`src/rtl/sebl_pkg.sv`:
```
// Purpose: constants and types for the serial eeprom coefficient boot loader
// Assumes: 20 MHz hclk, AHB-Lite register access, one word per register
// Notes: register byte address is four times the register index
package sebl_pkg;

  // --------------------------------------------------------------------
  // register indices
  // --------------------------------------------------------------------
  localparam logic [7:0] IDX_CLK_SEL = 8'h55;
  localparam logic [7:0] IDX_CTRL = 8'h56;
  localparam logic [7:0] IDX_OPCODE = 8'h57;
  localparam logic [7:0] IDX_ADDR_HI = 8'h58;
  localparam logic [7:0] IDX_ADDR_MID = 8'h59;
  localparam logic [7:0] IDX_ADDR_LO = 8'h5a;
  localparam logic [7:0] IDX_RESULT = 8'h5b;
  localparam logic [7:0] IDX_BQ_CTRL = 8'h5c;
  localparam logic [7:0] IDX_IRQ_STS = 8'h70;
  localparam logic [7:0] IDX_IRQ_MASK = 8'h71;

  // --------------------------------------------------------------------
  // field positions and reset values
  // --------------------------------------------------------------------
  localparam int CTRL_SRC = 0;
  localparam int CTRL_LSB = 1;
  localparam int CTRL_POL = 2;
  localparam int CTRL_RATE = 3;
  localparam int CTRL_WIDE = 5;
  localparam int RES_DONE = 0;
  localparam int RES_CRC = 1;
  localparam int BQ_FIRST = 0;
  localparam logic [7:0] RST_OPCODE = 8'h03;
  localparam logic [7:0] RST_ZERO = 8'h00;

  // --------------------------------------------------------------------
  // timing
  // --------------------------------------------------------------------
  localparam int SYS_CLK_HZ = 20_000_000;
  localparam int SCK_R0_HZ = 1_250_000;
  localparam int SCK_R1_HZ = 2_500_000;
  localparam int SCK_R2_HZ = 5_000_000;
  localparam int SCK_R3_HZ = 10_000_000;
  localparam logic [3:0] HALF_R0 = 4'(SYS_CLK_HZ / (2 * SCK_R0_HZ));
  localparam logic [3:0] HALF_R1 = 4'(SYS_CLK_HZ / (2 * SCK_R1_HZ));
  localparam logic [3:0] HALF_R2 = 4'(SYS_CLK_HZ / (2 * SCK_R2_HZ));
  localparam logic [3:0] HALF_R3 = 4'(SYS_CLK_HZ / (2 * SCK_R3_HZ));

  // --------------------------------------------------------------------
  // frame layout
  // --------------------------------------------------------------------
  localparam logic [5:0] HDR_BITS_WIDE = 6'd32;
  localparam logic [5:0] HDR_BITS_NARROW = 6'd24;
  localparam logic [5:0] DATA_BYTES = 6'd40;
  localparam logic [8:0] TAIL_BITS = 9'd336;
  localparam logic [4:0] BQ_BYTES = 5'd20;
  localparam logic [15:0] CRC_INIT = 16'hffff;
  localparam logic [15:0] CRC_POLY = 16'h1021;

  typedef enum logic [3:0] {
    ST_IDLE = 4'b0001,
    ST_XFER = 4'b0010,
    ST_TAIL = 4'b0100,
    ST_END = 4'b1000
  } sebl_state_t;

endpackage

```
`src/rtl/sebl_sck_tick.sv`:
```
// Purpose: half-period strobe for the serial clock
// Assumes: rate code 0..3 from the loader, constant while run is high
// Notes: counter restarts whenever run drops
module sebl_sck_tick (
  // clock and reset
  input wire logic hclk,
  input wire logic hresetn,
  // control
  input wire logic run,
  input wire logic [1:0] rate,
  // strobe
  output logic tick
);

  logic [3:0] cnt_reg;
  logic [3:0] half_w;

  assign half_w = (rate == 2'd0) ? sebl_pkg::HALF_R0 :
                  (rate == 2'd1) ? sebl_pkg::HALF_R1 :
                  (rate == 2'd2) ? sebl_pkg::HALF_R2 : sebl_pkg::HALF_R3;
  assign tick = run && (cnt_reg == half_w - 4'h1);

  always_ff @(posedge hclk or negedge hresetn) begin
    if (!hresetn) begin
      cnt_reg <= 4'h0;
    end else if (!run || tick) begin
      cnt_reg <= 4'h0;
    end else begin
      cnt_reg <= cnt_reg + 4'h1;
    end
  end

  a_slow_spacing: assert property (@(posedge hclk) disable iff (!hresetn)
    (run && tick && rate == 2'd0) |=> (!tick) [*7])
    else $error("slowest clock half period too short");

endmodule

```
`src/rtl/sebl_crc16.sv`:
```
// Purpose: byte-wide crc over loaded coefficient bytes
// Assumes: one byte per enable
// Notes: msb-first polynomial update
module sebl_crc16 (
  // clock and reset
  input wire logic hclk,
  input wire logic hresetn,
  // control
  input wire logic clear,
  input wire logic en,
  input wire logic [7:0] din,
  // result
  output logic [15:0] crc
);

  function automatic logic [15:0] crc_byte(input logic [15:0] c, input logic [7:0] d);
    logic [15:0] r;
    r = c;
    for (int i = 7; i >= 0; i--) begin
      if (r[15] ^ d[i]) begin
        r = {r[14:0], 1'b0} ^ sebl_pkg::CRC_POLY;
      end else begin
        r = {r[14:0], 1'b0};
      end
    end
    return r;
  endfunction

  always_ff @(posedge hclk or negedge hresetn) begin
    if (!hresetn) begin
      crc <= sebl_pkg::CRC_INIT;
    end else if (clear) begin
      crc <= sebl_pkg::CRC_INIT;
    end else if (en) begin
      crc <= crc_byte(crc, din);
    end
  end

endmodule

```
`src/rtl/sebl_boot_loader.sv`:
```
// Purpose: spi master that boot-loads coefficients from a serial eeprom
// Assumes: single-word AHB-Lite accesses with no overlapping data phase
// Notes: serial clock idles low; miso is resynchronised before use
module sebl_boot_loader (
  // clock and reset
  input wire logic hclk,
  input wire logic hresetn,
  // ahb-lite slave
  input wire logic hsel,
  input wire logic [31:0] haddr,
  input wire logic [1:0] htrans,
  input wire logic hwrite,
  input wire logic [2:0] hsize,
  input wire logic [31:0] hwdata,
  input wire logic hready,
  output logic hreadyout,
  output logic hresp,
  output logic [31:0] hrdata,
  // serial eeprom
  output logic sck,
  output logic cs_n,
  output logic mosi,
  input wire logic miso,
  // coefficient stream
  output logic coef_src_eeprom,
  output logic [7:0] coef_data,
  output logic coef_valid,
  output logic coef_first,
  output logic biquad_first_coef_flag,
  output logic busy,
  // interrupt
  output logic irq
);

  // ----------------------------------------------------------------------
  // registers
  // ----------------------------------------------------------------------
  logic [3:0] clk_sel_reg;
  logic [5:0] ctrl_reg;
  logic [7:0] opcode_reg;
  logic [7:0] addr_hi_reg;
  logic [7:0] addr_mid_reg;
  logic [7:0] addr_lo_reg;
  logic bq_reg;
  logic done_reg;
  logic crc_err_reg;
  logic [1:0] irq_sts_reg;
  logic [1:0] irq_mask_reg;
  logic ap_valid_reg;
  logic ap_write_reg;
  logic [7:0] ap_idx_reg;
  logic [31:0] hrdata_reg;

  // engine state
  sebl_pkg::sebl_state_t state_reg;
  logic sck_reg;
  logic cs_n_reg;
  logic mosi_reg;
  logic [31:0] hdr_reg;
  logic [5:0] hdr_bits_reg;
  logic pol_q;
  logic lsb_q;
  logic [1:0] rate_q;
  logic [8:0] bit_cnt_reg;
  logic [7:0] rx_reg;
  logic [5:0] byte_idx_reg;
  logic [4:0] bq_cnt_reg;
  logic [15:0] crc_rx_reg;
  logic [7:0] coef_data_reg;
  logic coef_valid_reg;
  logic coef_first_reg;
  logic miso_s1;
  logic miso_s2;
  logic cap_p1_reg;
  logic cap_p2_reg;
  logic end_p1_reg;
  logic end_p2_reg;

  function automatic logic [7:0] rev8(input logic [7:0] d);
    return {d[0], d[1], d[2], d[3], d[4], d[5], d[6], d[7]};
  endfunction

  // ----------------------------------------------------------------------
  // bus decode
  // ----------------------------------------------------------------------
  logic take_w;
  logic addr_ok_w;
  logic [7:0] idx_w;
  logic [7:0] rd_mux_w;
  logic wr_en_w;
  logic [7:0] wdat_w;
  logic wr_ctrl_w;
  logic w1c_w;

  assign idx_w = haddr[9:2];
  assign addr_ok_w = (haddr[31:10] == 22'h0) && (haddr[1:0] == 2'h0);
  assign take_w = hsel && hready && htrans[1];
  assign wr_en_w = ap_valid_reg && ap_write_reg;
  assign wdat_w = hwdata[7:0];
  assign wr_ctrl_w = wr_en_w && (ap_idx_reg == sebl_pkg::IDX_CTRL);
  assign w1c_w = wr_en_w && (ap_idx_reg == sebl_pkg::IDX_IRQ_STS);

  assign rd_mux_w = !addr_ok_w ? 8'h00 :
    (idx_w == sebl_pkg::IDX_CLK_SEL) ? {4'h0, clk_sel_reg} :
    (idx_w == sebl_pkg::IDX_CTRL) ? {2'h0, ctrl_reg} :
    (idx_w == sebl_pkg::IDX_OPCODE) ? opcode_reg :
    (idx_w == sebl_pkg::IDX_ADDR_HI) ? addr_hi_reg :
    (idx_w == sebl_pkg::IDX_ADDR_MID) ? addr_mid_reg :
    (idx_w == sebl_pkg::IDX_ADDR_LO) ? addr_lo_reg :
    (idx_w == sebl_pkg::IDX_RESULT) ? {6'h0, crc_err_reg, done_reg} :
    (idx_w == sebl_pkg::IDX_BQ_CTRL) ? {7'h0, bq_reg} :
    (idx_w == sebl_pkg::IDX_IRQ_STS) ? {6'h0, irq_sts_reg} :
    (idx_w == sebl_pkg::IDX_IRQ_MASK) ? {6'h0, irq_mask_reg} : 8'h00;

  assign hreadyout = 1'b1;
  assign hresp = 1'b0;
  assign hrdata = hrdata_reg;

  always_ff @(posedge hclk or negedge hresetn) begin
    if (!hresetn) begin
      ap_valid_reg <= 1'b0;
      ap_write_reg <= 1'b0;
      ap_idx_reg <= 8'h00;
      hrdata_reg <= 32'h0;
    end else begin
      ap_valid_reg <= take_w && addr_ok_w;
      ap_write_reg <= hwrite;
      ap_idx_reg <= idx_w;
      if (take_w && !hwrite) begin
        hrdata_reg <= {24'h0, rd_mux_w};
      end
    end
  end

  // ----------------------------------------------------------------------
  // configuration registers
  // ----------------------------------------------------------------------
  always_ff @(posedge hclk or negedge hresetn) begin
    if (!hresetn) begin
      clk_sel_reg <= sebl_pkg::RST_ZERO[3:0];
      ctrl_reg <= sebl_pkg::RST_ZERO[5:0];
      opcode_reg <= sebl_pkg::RST_OPCODE;
      addr_hi_reg <= sebl_pkg::RST_ZERO;
      addr_mid_reg <= sebl_pkg::RST_ZERO;
      addr_lo_reg <= sebl_pkg::RST_ZERO;
      bq_reg <= 1'b0;
      irq_mask_reg <= 2'h0;
    end else if (wr_en_w) begin
      case (ap_idx_reg)
        sebl_pkg::IDX_CLK_SEL: clk_sel_reg <= wdat_w[3:0];
        sebl_pkg::IDX_CTRL: ctrl_reg <= wdat_w[5:0];
        sebl_pkg::IDX_OPCODE: opcode_reg <= wdat_w;
        sebl_pkg::IDX_ADDR_HI: addr_hi_reg <= wdat_w;
        sebl_pkg::IDX_ADDR_MID: addr_mid_reg <= wdat_w;
        sebl_pkg::IDX_ADDR_LO: addr_lo_reg <= wdat_w;
        sebl_pkg::IDX_BQ_CTRL: bq_reg <= wdat_w[sebl_pkg::BQ_FIRST];
        sebl_pkg::IDX_IRQ_MASK: irq_mask_reg <= wdat_w[1:0];
        default: ;
      endcase
    end
  end

  // ----------------------------------------------------------------------
  // frame setup
  // ----------------------------------------------------------------------
  logic start_w;
  logic wide_w;
  logic lsb_w;
  logic [1:0] eff_rate_w;
  logic [31:0] hdr_next_w;
  logic [7:0] op_w;
  logic [7:0] hi_w;
  logic [7:0] mid_w;
  logic [7:0] lo_w;

  // a load starts only on a 0 to 1 write of the source bit, never mid-frame
  assign start_w = wr_ctrl_w && wdat_w[sebl_pkg::CTRL_SRC] && !ctrl_reg[sebl_pkg::CTRL_SRC]
                   && (state_reg == sebl_pkg::ST_IDLE);
  assign wide_w = wdat_w[sebl_pkg::CTRL_WIDE];
  assign lsb_w = wdat_w[sebl_pkg::CTRL_LSB];
  // nonzero clock select bits 1:0 override the control rate field
  assign eff_rate_w = (clk_sel_reg[1:0] != 2'h0) ? clk_sel_reg[1:0] :
                      wdat_w[sebl_pkg::CTRL_RATE +: 2];
  assign op_w = lsb_w ? rev8(opcode_reg) : opcode_reg;
  assign hi_w = lsb_w ? rev8(addr_hi_reg) : addr_hi_reg;
  assign mid_w = lsb_w ? rev8(addr_mid_reg) : addr_mid_reg;
  assign lo_w = lsb_w ? rev8(addr_lo_reg) : addr_lo_reg;
  assign hdr_next_w = wide_w ? {op_w, hi_w, mid_w, lo_w} : {op_w, mid_w, lo_w, 8'h00};

  // ----------------------------------------------------------------------
  // serial engine
  // ----------------------------------------------------------------------
  logic tick;
  logic run_w;
  logic lead_w;
  logic drive_w;
  logic sample_w;
  logic in_data_w;
  logic last_w;
  logic byte_done_w;
  logic is_coef_w;
  logic [7:0] rx_byte_w;
  logic [15:0] crc_val;
  logic crc_mis_w;
  logic finish_w;

  assign run_w = (state_reg != sebl_pkg::ST_IDLE);
  assign lead_w = !sck_reg;
  // edge select 0 moves data on the rising edge, 1 on the falling edge
  assign drive_w = tick && (state_reg == sebl_pkg::ST_XFER) && (lead_w != pol_q);
  assign sample_w = tick && (state_reg == sebl_pkg::ST_XFER) && (lead_w == pol_q);
  assign in_data_w = bit_cnt_reg >= {3'h0, hdr_bits_reg};
  assign last_w = bit_cnt_reg == ({3'h0, hdr_bits_reg} + sebl_pkg::TAIL_BITS - 9'd1);
  // capture trails the sampling edge by the synchroniser depth
  assign byte_done_w = cap_p2_reg && end_p2_reg;
  assign is_coef_w = byte_idx_reg < sebl_pkg::DATA_BYTES;
  assign rx_byte_w = lsb_q ? {miso_s2, rx_reg[7:1]} : {rx_reg[6:0], miso_s2};
  assign crc_mis_w = crc_val != crc_rx_reg;
  assign finish_w = tick && (state_reg == sebl_pkg::ST_TAIL) && !cap_p1_reg && !cap_p2_reg;

  sebl_sck_tick u_tick (
    .hclk(hclk),
    .hresetn(hresetn),
    .run(run_w),
    .rate(rate_q),
    .tick(tick)
  );

  sebl_crc16 u_crc (
    .hclk(hclk),
    .hresetn(hresetn),
    .clear(start_w),
    .en(byte_done_w && is_coef_w),
    .din(rx_byte_w),
    .crc(crc_val)
  );

  // first flop of the miso synchroniser feeds only the second
  always_ff @(posedge hclk or negedge hresetn) begin
    if (!hresetn) begin
      miso_s1 <= 1'b0;
      miso_s2 <= 1'b0;
    end else begin
      miso_s1 <= miso;
      miso_s2 <= miso_s1;
    end
  end

  always_ff @(posedge hclk or negedge hresetn) begin
    if (!hresetn) begin
      state_reg <= sebl_pkg::ST_IDLE;
      sck_reg <= 1'b0;
      cs_n_reg <= 1'b1;
      mosi_reg <= 1'b0;
      hdr_reg <= 32'h0;
      hdr_bits_reg <= sebl_pkg::HDR_BITS_NARROW;
      pol_q <= 1'b0;
      lsb_q <= 1'b0;
      rate_q <= 2'h0;
      bit_cnt_reg <= 9'h0;
    end else begin
      case (state_reg)
        sebl_pkg::ST_IDLE: begin
          if (start_w) begin
            state_reg <= sebl_pkg::ST_XFER;
            cs_n_reg <= 1'b0;
            pol_q <= wdat_w[sebl_pkg::CTRL_POL];
            lsb_q <= lsb_w;
            rate_q <= eff_rate_w;
            bit_cnt_reg <= 9'h0;
            hdr_bits_reg <= wide_w ? sebl_pkg::HDR_BITS_WIDE : sebl_pkg::HDR_BITS_NARROW;
            if (wdat_w[sebl_pkg::CTRL_POL]) begin
              // falling-edge mode must present the first opcode bit before the first rise
              mosi_reg <= hdr_next_w[31];
              hdr_reg <= {hdr_next_w[30:0], 1'b0};
            end else begin
              hdr_reg <= hdr_next_w;
            end
          end
        end
        sebl_pkg::ST_XFER: begin
          if (tick) begin
            sck_reg <= !sck_reg;
          end
          if (drive_w) begin
            mosi_reg <= hdr_reg[31];
            hdr_reg <= {hdr_reg[30:0], 1'b0};
          end
          if (sample_w) begin
            bit_cnt_reg <= bit_cnt_reg + 9'd1;
            if (last_w) begin
              state_reg <= sebl_pkg::ST_TAIL;
            end
          end
        end
        sebl_pkg::ST_TAIL: begin
          if (tick) begin
            sck_reg <= 1'b0;
          end
          // select stays low until the last received byte has drained
          if (finish_w) begin
            cs_n_reg <= 1'b1;
            state_reg <= sebl_pkg::ST_END;
          end
        end
        sebl_pkg::ST_END: begin
          // one half period deselected before another frame may begin
          if (tick) begin
            state_reg <= sebl_pkg::ST_IDLE;
          end
        end
        default: state_reg <= sebl_pkg::ST_IDLE;
      endcase
    end
  end

  // ----------------------------------------------------------------------
  // receive path
  // ----------------------------------------------------------------------
  always_ff @(posedge hclk or negedge hresetn) begin
    if (!hresetn) begin
      rx_reg <= 8'h00;
      byte_idx_reg <= 6'h0;
      bq_cnt_reg <= 5'h0;
      crc_rx_reg <= 16'h0;
      coef_data_reg <= 8'h00;
      coef_valid_reg <= 1'b0;
      coef_first_reg <= 1'b0;
      cap_p1_reg <= 1'b0;
      cap_p2_reg <= 1'b0;
      end_p1_reg <= 1'b0;
      end_p2_reg <= 1'b0;
    end else begin
      coef_valid_reg <= 1'b0;
      // miso reaches miso_s2 two clocks late; sampling it then keeps 5 and 10 MHz usable
      cap_p1_reg <= sample_w && in_data_w;
      cap_p2_reg <= cap_p1_reg;
      end_p1_reg <= (bit_cnt_reg[2:0] == 3'h7);
      end_p2_reg <= end_p1_reg;
      if (start_w) begin
        byte_idx_reg <= 6'h0;
        bq_cnt_reg <= 5'h0;
        crc_rx_reg <= 16'h0;
      end
      if (cap_p2_reg) begin
        rx_reg <= rx_byte_w;
      end
      if (byte_done_w) begin
        byte_idx_reg <= byte_idx_reg + 6'd1;
        if (is_coef_w) begin
          coef_data_reg <= rx_byte_w;
          coef_valid_reg <= 1'b1;
          coef_first_reg <= (bq_cnt_reg == 5'h0);
          bq_cnt_reg <= (bq_cnt_reg == sebl_pkg::BQ_BYTES - 5'd1) ? 5'h0 : bq_cnt_reg + 5'd1;
        end else begin
          crc_rx_reg <= {crc_rx_reg[7:0], rx_byte_w};
        end
      end
    end
  end

  // ----------------------------------------------------------------------
  // status and interrupt
  // ----------------------------------------------------------------------
  logic [1:0] ev_w;

  assign ev_w = {finish_w && crc_mis_w, finish_w};

  always_ff @(posedge hclk or negedge hresetn) begin
    if (!hresetn) begin
      done_reg <= 1'b0;
      crc_err_reg <= 1'b0;
      irq_sts_reg <= 2'h0;
    end else begin
      if (start_w) begin
        done_reg <= 1'b0;
        crc_err_reg <= 1'b0;
      end else if (finish_w) begin
        done_reg <= 1'b1;
        crc_err_reg <= crc_mis_w;
      end
      // a new event wins over a same-cycle clear
      irq_sts_reg <= (irq_sts_reg & ~(w1c_w ? wdat_w[1:0] : 2'h0)) | ev_w;
    end
  end

  assign irq = |(irq_sts_reg & irq_mask_reg);
  assign sck = sck_reg;
  assign cs_n = cs_n_reg;
  assign mosi = mosi_reg;
  assign coef_src_eeprom = ctrl_reg[sebl_pkg::CTRL_SRC];
  assign coef_data = coef_data_reg;
  assign coef_valid = coef_valid_reg;
  assign coef_first = coef_first_reg;
  assign biquad_first_coef_flag = bq_reg;
  assign busy = run_w;

  // ----------------------------------------------------------------------
  // checks
  // ----------------------------------------------------------------------
  a_rise_change: assert property (@(posedge hclk) disable iff (!hresetn)
    (!pol_q && !cs_n_reg && $changed(mosi_reg)) |-> $rose(sck_reg))
    else $error("data moved off the rising edge");

  a_fall_change: assert property (@(posedge hclk) disable iff (!hresetn)
    (pol_q && !cs_n_reg && $changed(mosi_reg)) |-> ($fell(sck_reg) || $fell(cs_n_reg)))
    else $error("data moved off the falling edge");

  a_opcode_lead: assert property (@(posedge hclk) disable iff (!hresetn)
    ($fell(cs_n_reg) && !pol_q) |-> hdr_reg[31:24] == (lsb_q ? rev8(opcode_reg) : opcode_reg))
    else $error("frame does not open with the read opcode");

  a_addr_width: assert property (@(posedge hclk) disable iff (!hresetn)
    $fell(cs_n_reg) |-> hdr_bits_reg == (ctrl_reg[sebl_pkg::CTRL_WIDE] ? 6'd32 : 6'd24))
    else $error("address width does not follow enable");

  a_src_gate: assert property (@(posedge hclk) disable iff (!hresetn)
    $fell(cs_n_reg) |-> ctrl_reg[sebl_pkg::CTRL_SRC])
    else $error("eeprom read while host is source");

  a_idle_quiet: assert property (@(posedge hclk) disable iff (!hresetn)
    (state_reg == sebl_pkg::ST_IDLE) |-> (cs_n_reg && !sck_reg))
    else $error("serial bus active while idle");

  a_done_set: assert property (@(posedge hclk) disable iff (!hresetn)
    $rose(done_reg) |-> ($past(state_reg) == sebl_pkg::ST_TAIL) && cs_n_reg)
    else $error("done set outside end of frame");

  a_crc_result: assert property (@(posedge hclk) disable iff (!hresetn)
    $rose(cs_n_reg) |-> crc_err_reg == $past(crc_mis_w))
    else $error("crc status does not match check");

  a_bq_first: assert property (@(posedge hclk) disable iff (!hresetn)
    (coef_valid_reg && coef_first_reg) |-> ($past(bq_cnt_reg) == 5'h0) && (bq_cnt_reg == 5'h1))
    else $error("first coefficient mark misaligned");

endmodule

```
`config.mk`:
```
export PLATFORM = sky130hd
export DESIGN_NAME = sebl_boot_loader
export DESIGN_NICKNAME = d
export VERILOG_FILES = /design/src/rtl/sebl_pkg.sv /design/src/rtl/sebl_sck_tick.sv /design/src/rtl/sebl_crc16.sv /design/src/rtl/sebl_boot_loader.sv
export SDC_FILE = /design/constraint.sdc
export NUM_CORES = 1
export LEC_CHECK = 0
export BUFFER_PORTS_ARGS = -buffer_cell sky130_fd_sc_hd__buf_2
export CORE_ASPECT_RATIO = 1.5
export CORE_UTILIZATION = 60
export DETAILED_ROUTE_END_ITERATION = 8
export PLACE_DENSITY_LB_ADDON = 0.1
export SKIP_LAST_GASP = 1
export SYNTH_ARGS = -nofsm -noshare
export SYNTH_HDL_FRONTEND = slang
export SYNTH_SLANG_ARGS = --single-unit
```
`constraint.sdc`:
```
create_clock -name hclk -period 5.35 [get_ports hclk]
set_input_delay 1.3375 -clock hclk [delete_from_list [all_inputs] [get_ports hclk]]
set_output_delay 1.3375 -clock hclk [all_outputs]
set_load 0.02 [all_outputs]
```
==> results.toml <==
[global_route]
grt_pass1_vias = 7582
antenna_found_initial = 0
grt_max_degree = 124
grt_pass1_wl_um = 38900
grt_use_total_pct = 29.2
overflow = 0

[setup_path]
endpoint_kind = "output pin"
path_class = "reg -> out"
worst_ep_required_time_ns = 4.01
reg2regPathDepth = 5
rrSetupSlack_ns = 2.48
r2r_start = "cap_p2_reg"
cp_max_fo = 6
start_kind = "flop"
reg2reg_to = "u_crc.crc[12]"
crit_arrival_ns = 1.90

[clock_tree]
clock_latency_ns = 0.44
numCtsBuffers = 17
cts_tree = "built"
cts_setup_buffers = 0
cts-root-buf = "clkbuf_16"
clockBufferDepth = 2
ctsHoldBuffers = 0
clock_sinks = 192
htreeDepth = 4
cts_repair_resize_count = 0
clkSlewWorstSetupHoldPaths_ns = 0.07

[timing]
maxSlewViolCount = 0
period_share_pct = 60.5
max_freq_mhz = 309
finalHoldViolCount = 0
fin_crit_ns = 3.24
rsz0062_at_grt = "false"
worst_pin_slew_ns = 1.18
slew_headroom_pct = 20.7
setup_violations = 0
tns_ns = 0
clock_skew_ns = 0.0106

[floorplanning]
core.rowCount = 58
start_util_pct = 61.1
coreArea_mm2 = 0.0168
die_h_um = 162
die_area_mm2 = 0.0176
die_w_um = 109
ios = 126

[routing]
drc = 0
wl_per_cell_um = 19.1
dr.pass1.iters = 7
via_per_inst = 6.01
via_count = 7602
antenna_left = 0
wl_um = 24200
drtIter0Drc = 500

[synthesis]
syn-cell-area_mm2 = 0.0102
ys_seq_elements = 192
syn_inst = 998
synth_warnings = 0
synthFlopType = "dfrtp_1"
async_flop_share_pct = 100
synth-seq-area-share_pct = 47.2
postSynthAreaPerCell_um2 = 10.3
synth_edf_count = 0
ys_types = 68

[place]
placed_area_mm2 = 0.0106
gp_congestion = 0.846
numPortBuffers = 71
post-dp-hpwl_um = 16800

[cells_and_area]
syn_to_final_growth_pct = 9.74
multi_input_area_mm2 = 0.00498
drive_gt1_share_pct = 21.6
num_antenna_cells = 0
fill_cells = 1325
fin_nets = 1128
fin_area_mm2 = 0.0112
largest_reg_flops = 32
final_cell_mix = "dfrtp_1, nand2_1, o21ai_0"
layout_commonest_cell = "dfrtp_1"
seq_area_mm2 = 0.00483

[min_path]
min-delay-start = "miso_s1"
worst_hold_path.num_cells = 0
hold_path_class = "reg -> reg"
worstHoldEndpoint = "miso_s2"

[power]
peakVddDrop_uv = 203
p_per_area_mw_per_mm2 = 264
leakage_nw = 4.96
power_w = 0.00297

[job]
cap_violations = 0

[outcome]
status = "complete, no violations"
-- cell usage after synthesis (all sizes together) (3+ instances only) --
library cell  number  area [um^2]
dfrtp            171         4280
nand2            125          472
o21ai             91          459
mux2              70          788
a21oi             44          220
nor2              43          161
clkbuf            40          150
buf               38          258
mux2i             38          380
xnor2             37          324
inv               33          124
nand3             33          165
dfstp             21          552
mux4              16          360
o211ai            15          113
nand4             14         87.6
ha                11          138
nor2b             11         68.8
a22o               9         78.8
a22oi              9         67.6
a31oi              9         56.3
nor3               9         50.1
nor4               9         71.3
o31ai              9         67.6
xor2               8         70.1
and2               6         37.5
and3               6         37.5
a32oi              5         43.8
nand2b             5         31.3
nand3b             5         37.5
nor3b              5         42.5
o22ai              5         31.3
or4b               5         50.1
or3                4         25.0
or4                4         30.0
a21boi             3         22.5
and4               3         26.3
nor4b              3         32.5
-- metrics by stage --
step	cells	hold slack, ns	utilization, %	worst slack [ns]
after detailed placement	1233	0.348	63.4	1.79
after CTS	1265	0.364	67.0	2.09
after floorplan	1022	0.331	-	2.26
after global placement	1233	0.338	63.4	1.78
final	1265	0.366	67.0	2.11
after global routing	1265	0.366	67.0	2.07
-- worst max-delay path: stages, from the launching register on --
cell	delay, ns
dfstp_2	0.58
or4b_1	0.64
buf_2	0.24
-- cell families (layout without fill, tap and decap cells) --
group | after synthesis | in the layout | synth area share (%)
buffers and inverters | 111 | 144 | 5.19
adders and majority gates | 11 | 11 | 1.34
xor gates and xnor gates | 45 | 45 | 3.85
muxes | 124 | 124 | 14.9
and+or+nand+nor | 298 | 298 | 14.6
other | 2 | 26 | 0.0734
DFF | 192 | 192 | 47.2
AOI/OAI and AO/OA | 215 | 215 | 12.8
-- layer usage --
metal | wire, um | global-route usage, % | vias to the layer above
li1 | - | - | 3623
met1 | 9500 | 33.5 | 3788
met2 | 13300 | 53.1 | 142
met3 | 649 | 4.21 | 49
met4 | 731 | 12.5 | 0
met5 | 0 | 0 | -
-- where the power goes --
part	switching, W	internal, W	total [W]
Combinational	0.000114	0.0000579	0.000172
Clock	0.000582	0.000737	0.00132
Sequential	0.0000124	0.00146	0.00147
Total	0.000708	0.00226	0.00297
-- cell type report --
class	instances	share of cell area [%]
Inverter	33	1.10
Sequential cell	192	43.0
Clock inverter	12	1.31
Clock buffer	20	4.15
Tap cell	210	2.34
Timing Repair Buffer	79	3.78
Multi-Input combinational cell	719	44.3
-- worst max-delay path by stage --
stage | slack [ns] | cells after the start | from | end
after floorplan | 2.26 | 7 | hwdata[1] | hdr_reg[18]
after global placement | 1.78 | 6 | hwdata[1] | hdr_reg[20]
after global routing | 2.07 | 2 | state_reg[0] | busy
after CTS | 2.09 | 2 | state_reg[0] | busy
final | 2.11 | 2 | state_reg[0] | busy
after detailed placement | 1.79 | 6 | hwdata[1] | hdr_reg[20]
(Power assumes the default switching activity.)
